[src/verilog/ascsm_map.svh]
/*
 Constants of the audio serial interface channel slot map: register indices,
 field positions, reset values and bus responses.
 Assumes inclusion by bare name; definitions only.
*/
`ifndef ASCSM_MAP_SVH
`define ASCSM_MAP_SVH

// Register indices; byte address is four times the index
`define ASCSM_IDX_CH2 6'h0c
`define ASCSM_IDX_CH3 6'h0d
`define ASCSM_IDX_CH4 6'h0e
`define ASCSM_IDX_CH5 6'h0f

// Field positions inside a channel register
`define ASCSM_RSVD_BIT 7
`define ASCSM_LINE_BIT 6
`define ASCSM_SLOT_MSB 5
`define ASCSM_HALF_BIT 5

// Reset values of the channel registers
`define ASCSM_RST_CH2 8'h01
`define ASCSM_RST_CH3 8'h02
`define ASCSM_RST_CH4 8'h03
`define ASCSM_RST_CH5 8'h04

// Bus responses
`define ASCSM_RESP_OKAY 2'h0
`define ASCSM_RESP_SLVERR 2'h2

`endif

[src/verilog/ascsm_pkg.sv]
/*
 Types of the audio serial interface channel slot map.
 Assumes the constants header is compiled alongside.
*/
package ascsm_pkg;

    // One channel slot register as stored
    typedef struct packed {
        logic rsvd;
        logic line_sel;
        logic [5:0] slot;
    } ascsm_chcfg_t;

    // Decoded placement of one channel in the frame
    typedef struct packed {
        logic right_half;
        logic [5:0] slot;
    } ascsm_place_t;

endpackage

[src/verilog/ascsm_slot_map.sv]
/*
 Channel slot map for channels 2 to 5 of the audio serial interface, with an
 AXI4-Lite register slave and decoded per-channel slot placement.
 Assumes the framing engine shares aclk and drives the format select.
*/
// Local design decision: the AXI4-Lite register port.
`timescale 1ns/1ps
`include "ascsm_map.svh"

module ascsm_slot_map
    import ascsm_pkg::*;
#(
    parameter int ADDR_W = 8
) (
    // Clock and reset
    input wire logic aclk,
    input wire logic aresetn,
    // Write address channel
    input wire logic [ADDR_W-1:0] awaddr,
    input wire logic awvalid,
    output logic awready,
    // Write data channel
    input wire logic [31:0] wdata,
    input wire logic [3:0] wstrb,
    input wire logic wvalid,
    output logic wready,
    // Write response channel
    output logic [1:0] bresp,
    output logic bvalid,
    input wire logic bready,
    // Read address channel
    input wire logic [ADDR_W-1:0] araddr,
    input wire logic arvalid,
    output logic arready,
    // Read data channel
    output logic [31:0] rdata,
    output logic [1:0] rresp,
    output logic rvalid,
    input wire logic rready,
    // Framing engine side
    input wire logic fmt_tdm,
    output logic [3:0] line_sel_q,
    output ascsm_place_t [3:0] place_q
);

    ascsm_chcfg_t cfg_q [4];
    logic [ADDR_W-1:0] awaddr_q;
    logic [31:0] wdata_q;
    logic wstrb0_q;
    logic do_write;
    logic [5:0] widx;
    logic [5:0] ridx;
    logic w_hit;
    logic r_hit;
    logic [1:0] wch;
    logic [1:0] rch;

    // Reset value of a channel register by position
    function automatic ascsm_chcfg_t rst_val(input int ch);
        ascsm_chcfg_t v;
        v = `ASCSM_RST_CH2;
        case (ch)
            1: v = `ASCSM_RST_CH3;
            2: v = `ASCSM_RST_CH4;
            3: v = `ASCSM_RST_CH5;
            default: v = `ASCSM_RST_CH2;
        endcase
        return v;
    endfunction

    // Address decode: four consecutive word indices
    assign widx = awaddr_q[7:2];
    assign ridx = araddr[7:2];
    // Upper address bits must be zero; a shift stays legal when ADDR_W is 8
    assign w_hit = (widx >= `ASCSM_IDX_CH2) && (widx <= `ASCSM_IDX_CH5)
        && ((awaddr_q >> 8) == '0);
    assign r_hit = (ridx >= `ASCSM_IDX_CH2) && (ridx <= `ASCSM_IDX_CH5)
        && ((araddr >> 8) == '0);
    assign wch = 2'(widx - `ASCSM_IDX_CH2);
    assign rch = 2'(ridx - `ASCSM_IDX_CH2);
    assign do_write = !awready && !wready && !bvalid;

    // Write address capture
    always_ff @(posedge aclk) begin
        if (!aresetn) begin
            awready <= 1'b1;
            awaddr_q <= '0;
        end else if (awvalid && awready) begin
            awready <= 1'b0;
            awaddr_q <= awaddr;
        end else if (bvalid && bready) begin
            awready <= 1'b1;
        end
    end

    // Write data capture
    always_ff @(posedge aclk) begin
        if (!aresetn) begin
            wready <= 1'b1;
            wdata_q <= '0;
            wstrb0_q <= 1'b0;
        end else if (wvalid && wready) begin
            wready <= 1'b0;
            wdata_q <= wdata;
            wstrb0_q <= wstrb[0];
        end else if (bvalid && bready) begin
            wready <= 1'b1;
        end
    end

    // Write response once both halves are held
    always_ff @(posedge aclk) begin
        if (!aresetn) begin
            bvalid <= 1'b0;
            bresp <= `ASCSM_RESP_OKAY;
        end else if (do_write) begin
            bvalid <= 1'b1;
            bresp <= w_hit ? `ASCSM_RESP_OKAY : `ASCSM_RESP_SLVERR;
        end else if (bvalid && bready) begin
            bvalid <= 1'b0;
        end
    end

    // Channel registers; reserved bit always stored as zero
    always_ff @(posedge aclk) begin
        if (!aresetn) begin
            for (int i = 0; i < 4; i++) begin
                cfg_q[i] <= rst_val(i);
            end
        end else if (do_write && w_hit && wstrb0_q) begin
            cfg_q[wch].rsvd <= 1'b0;
            cfg_q[wch].line_sel <= wdata_q[`ASCSM_LINE_BIT];
            cfg_q[wch].slot <= wdata_q[`ASCSM_SLOT_MSB:0];
        end
    end

    // Read channel: answer one cycle after the address is taken
    always_ff @(posedge aclk) begin
        if (!aresetn) begin
            arready <= 1'b1;
            rvalid <= 1'b0;
            rdata <= '0;
            rresp <= `ASCSM_RESP_OKAY;
        end else if (arvalid && arready) begin
            arready <= 1'b0;
            rvalid <= 1'b1;
            rdata <= r_hit ? {24'h0, 1'b0, cfg_q[rch][6:0]} : 32'h0;
            rresp <= r_hit ? `ASCSM_RESP_OKAY : `ASCSM_RESP_SLVERR;
        end else if (rvalid && rready) begin
            rvalid <= 1'b0;
            arready <= 1'b1;
        end
    end

    // Placement decode per channel for the framing engine
    always_ff @(posedge aclk) begin
        if (!aresetn) begin
            for (int i = 0; i < 4; i++) begin
                line_sel_q[i] <= 1'b0;
                place_q[i] <= '0;
            end
        end else begin
            for (int i = 0; i < 4; i++) begin
                line_sel_q[i] <= cfg_q[i].line_sel;
                if (fmt_tdm) begin
                    place_q[i].right_half <= 1'b0;
                    place_q[i].slot <= cfg_q[i].slot;
                end else begin
                    place_q[i].right_half <= cfg_q[i].slot[`ASCSM_HALF_BIT];
                    place_q[i].slot <= {1'b0, cfg_q[i].slot[4:0]};
                end
            end
        end
    end
endmodule

[config.mk]
export PLATFORM = sky130hd
export DESIGN_NAME = ascsm_slot_map
export DESIGN_NICKNAME = d
export VERILOG_FILES = /design/src/verilog/ascsm_pkg.sv /design/src/verilog/ascsm_slot_map.sv
export VERILOG_INCLUDE_DIRS = /design/src /design/src/verilog
export SDC_FILE = /design/constraint.sdc
export NUM_CORES = 1
export LEC_CHECK = 0
export ABC_AREA = 1
export BUFFER_PORTS_ARGS = -buffer_cell sky130_fd_sc_hd__buf_2
export CAP_MARGIN = 40
export CORE_MARGIN = 2
export CORE_UTILIZATION = 48
export CTS_CLUSTER_DIAMETER = 50
export CTS_CLUSTER_SIZE = 8
export DETAILED_ROUTE_END_ITERATION = 12
export PLACE_DENSITY = 0.79
export SLEW_MARGIN = 20
export SYNTH_ARGS = -nofsm -noshare
export SYNTH_HDL_FRONTEND = slang
export SYNTH_SLANG_ARGS = --single-unit
[constraint.sdc]
create_clock -name aclk -period 2.4 [get_ports aclk]
set_input_delay 0.36 -clock aclk [delete_from_list [all_inputs] [get_ports aclk]]
set_output_delay 0.36 -clock aclk [all_outputs]
set_load 0.03 [all_outputs]
==> impl_results.md <==
- H-tree level count: 3
- Uppermost layer routed: met4
- All-Layer GR Usage: around 17%
- Die width: 89.2 um
- Switching Power: approximately 750 uW
- CTS tree: done
- CTS Sinks: 88
- Critical path type: reg2reg
- Complex-gate fraction of the synthesized area: 8.34%
- Reg-to-reg endpoint: cfg_q[1][1]
- Clock Tree Root: clkbuf_8
- Combinational Power Share: a little under an eighth
- Crit path buffers/inverters: 1
- Asr flop ratio synth: 0%
- CP max stage delay: 0.35 ns
- Hpwl dp: approximately 4700 um
- R2R Setup Slk: around 0.45 ns
- Overall Power: between 2 and 3 mW
- Port-buffer cells: 73
- Number of synthesized register bits: 88
- Switching fraction of total power: a little over a quarter
- Wire length per cell: ~12 um
- Area growth, synth to finish: 14.6%
- WP depth: 7
- Tmin final: slightly below 2 ns
- Initial antenna violation count: 0
- Largest family of logic cells by synthesized area: simple AND/OR/NAND/NOR gates
- CTS clock-pin slew for the worst setup and hold paths: 0.08 ns
- Slowest CP cell: dfxtp_1
- Maximum vdd drop: roughly 270 uV
- Final Hold Vio Count: 0
- Routed Antenna Nets: 0
- Critical Path Fanout Max: 12
- Tcrit/Tclk final: between 80% and 90%
- Cell Area, Synth: about 0.0035 mm^2
- Internal: ~2.1 mW
- Largest net degree at the start of global routing: 29
- Worst EP arrival: ~1.9 ns
- Worst Hold Endpoint: awaddr_q[5]
- Seq pwr share: a little under three fifths
- Setup ws final: roughly 0.45 ns
- Hold-fix buffers at CTS: 0
- Fmax: slightly above 500 MHz
- Most frequent cells after synthesis: nand2_1 (72), dfxtp_1 (60), inv_1 (56), nor2_1 (42)
- First-pass GRT wire length: ~10,000 um
- Hold Startpoint: awaddr[5]
- Setup crit start kind: flip-flop
- Num rows: 31
- Largest area contributor in the netlist: dfxtp_1
- FILL cells: between 600 and 700
- M1 WL: approximately 2900 um
- Critical Path RT: roughly 2.4 ns
- DR vias: about 2,500
- Initial DRC count: 140
- Adder-Cell Fraction of Synth Area: 0%
- Top-count cell post-synth: nand2_1
- Multiplexer area fraction after synthesis: 0%
- DRC viols: 0
- Grt total ovfl: 0
- Drt total wl: ~6500 um
- Clock latency on the worst-skew pair: approximately 0.34 ns
- Post-CTS Setup Repair Bufs: 0
- Mapped Cells: 382
- Xor/xnor cell area share of the yosys netlist: 0%
- Gpl congestion: 0.804
- Post-synthesis cell type count: 24
- Via-per-instance ratio: roughly 4.5
- Max-cap viol count: 0
- Core Footprint: 0.00714 mm^2
- Setup violators final: 0
- Place WS: roughly 0.5 ns
- Yosys top cell area share: about a third
- Met3 wire length: between 300 and 400 um
- Cell mode on critical path: nand2_1
- CTS resizes: 0
- Main synth FF type: dfxtp_1
- Status: finished, final reports clean
- Clk_skew: around 0.015 ns
- Share of layout cells above drive strength 1: 23.2%
- RSZ-0062 raised after global routing: false
- Synthesized area per cell: a little over 9 um^2
- Number of global-route vias before repair: 2,215
- Hold Crit Depth: 3
- Diodes inserted: 0
- Min Hold Slack: approximately 0.27 ns
- Leak Pwr: between 1.5 and 2 nW
- Wire length on met2: 3240 um
- Crit Reg-Reg Startpoint: bvalid
- Die Footprint: 0.00795 mm^2
- Post-route setup TNS: 0 ns
- Clock Power Share: 30.8%
- TritonCTS Buffers: 9
- Final Core Density: between 50% and 60%
- Top cells by area, synth: dfxtp_1 (34%), edfxtp_1 (24%), nand2_1 (7.8%)
- Pwr per Cell Area: between 700 and 800 mW/mm^2
- Worst r2r path cells: 7
- Clock buffer depth: 2
- Post-synth EDFFs: 28
- Worst min path class: in2reg
- Final net count: 516
- Sequential cell area: 0.00204 mm^2
- Crit path cell chain: nor2_2, nand2_2, nor2_4, nand3_2, inv_1, nand2_1, nand2_1
- Post-Synth Simple-Gate Area: a little under a fifth
- Die Height: approximately 90 um
- First-pass DRT Iterations: 5
- Sequential share of the synthesized area: 58.6%
- Io pins: around 130
- Area of the multi-input gates: slightly above 0.001 mm^2
- Max-slew violations: 0
- CP Capture Type: flip-flop
- Yosys warns: 0
- Initial core utilization: between 40% and 50%
- Top Family by Delay on Critical Path: simple AND/OR/NAND/NOR gates
[cells by family (layout without fill, tap and decap cells)]
group | Yosys count | in the layout
simple gates | 141 | 141
buf+inv | 98 | 151
flops | 88 | 88
compound gates | 54 | 54
other cells | 1 | 27
[tightest hold or removal path, cell delays in order]
cell	delay [ns]
buf_2	0.07
o21ai_0	0.07
nor2_1	0.07
[power groups by stage]
stage / registers, mW / logic (mW) / clock network, mW
after floorplan: 1.71 / 0.223 / 0
after global placement: 1.66 / 0.327 / 0
after detailed placement: 1.66 / 0.335 / 0
after CTS: 1.62 / 0.336 / 0.892
after global routing: 1.63 / 0.370 / 0.954
final: 1.62 / 0.335 / 0.871
[area by class of cell]
| cell class | count | share of cell area, % |
|---|---|---|
| clock inverters | 3 | 0.471 |
| inverters | 57 | 5.36 |
| repair buffers | 78 | 10.1 |
| well taps | 99 | 3.11 |
| flip-flops and latches | 88 | 51.2 |
| multi-input cells | 222 | 26.0 |
| clock buffers | 13 | 3.73 |
[how the worst max path moves through the flow]
stage | start | end | slack, ns
after global routing | bvalid | cfg_q[1][1] | 0.34
after global placement | bvalid | cfg_q[1][5] | 0.57
after CTS | bvalid | cfg_q[1][2] | 0.47
final | bvalid | cfg_q[1][1] | 0.45
after floorplan | bvalid | cfg_q[2][0] | 0.53
after detailed placement | bvalid | cfg_q[1][3] | 0.50
[per-stage QoR]
stage / instance area, um^2 / std cells
6_report: 3990 / 560
5_1_grt: 3990 / 560
4_1_cts: 3990 / 560
3_5_place_dp: 3820 / 544
3_3_place_gp: 3820 / 544
2_1_floorplan: 3580 / 408
[cell usage in the layout (no fill, tap or decap), types with 8 or more instances in the layout]
cell       n
nor3_2    10
edfxtp_1  28
buf_2     73
a21oi_1   20
nand2_1   72
dfxtp_1   60
inv_1     56
o21ai_0   26
conb_1    27
nor2_1    42
clkbuf_8  10
o211ai_1   8
[per-layer routing]
| metal | global-route usage, % | vias to the layer above |
|---|---|---|
| li1 | - | 1295 |
| met1 | 20.9 | 1139 |
| met2 | 28.2 | 76 |
| met3 | 5.45 | 8 |
| met4 | 5.97 | 0 |
| met5 | 0 | - |
[flip-flops by register name, summed over array words and instances (netlist names)]
signal	count
bresp	1
arready	1
place_q	28
wdata_q	7
cfg_q	28
wready	1
line_sel_q	4
wstrb0_q	1
bvalid	1
rdata	7
awready	1
rresp	1
awaddr_q	6
rvalid	1
(Power assumes the default switching activity.)
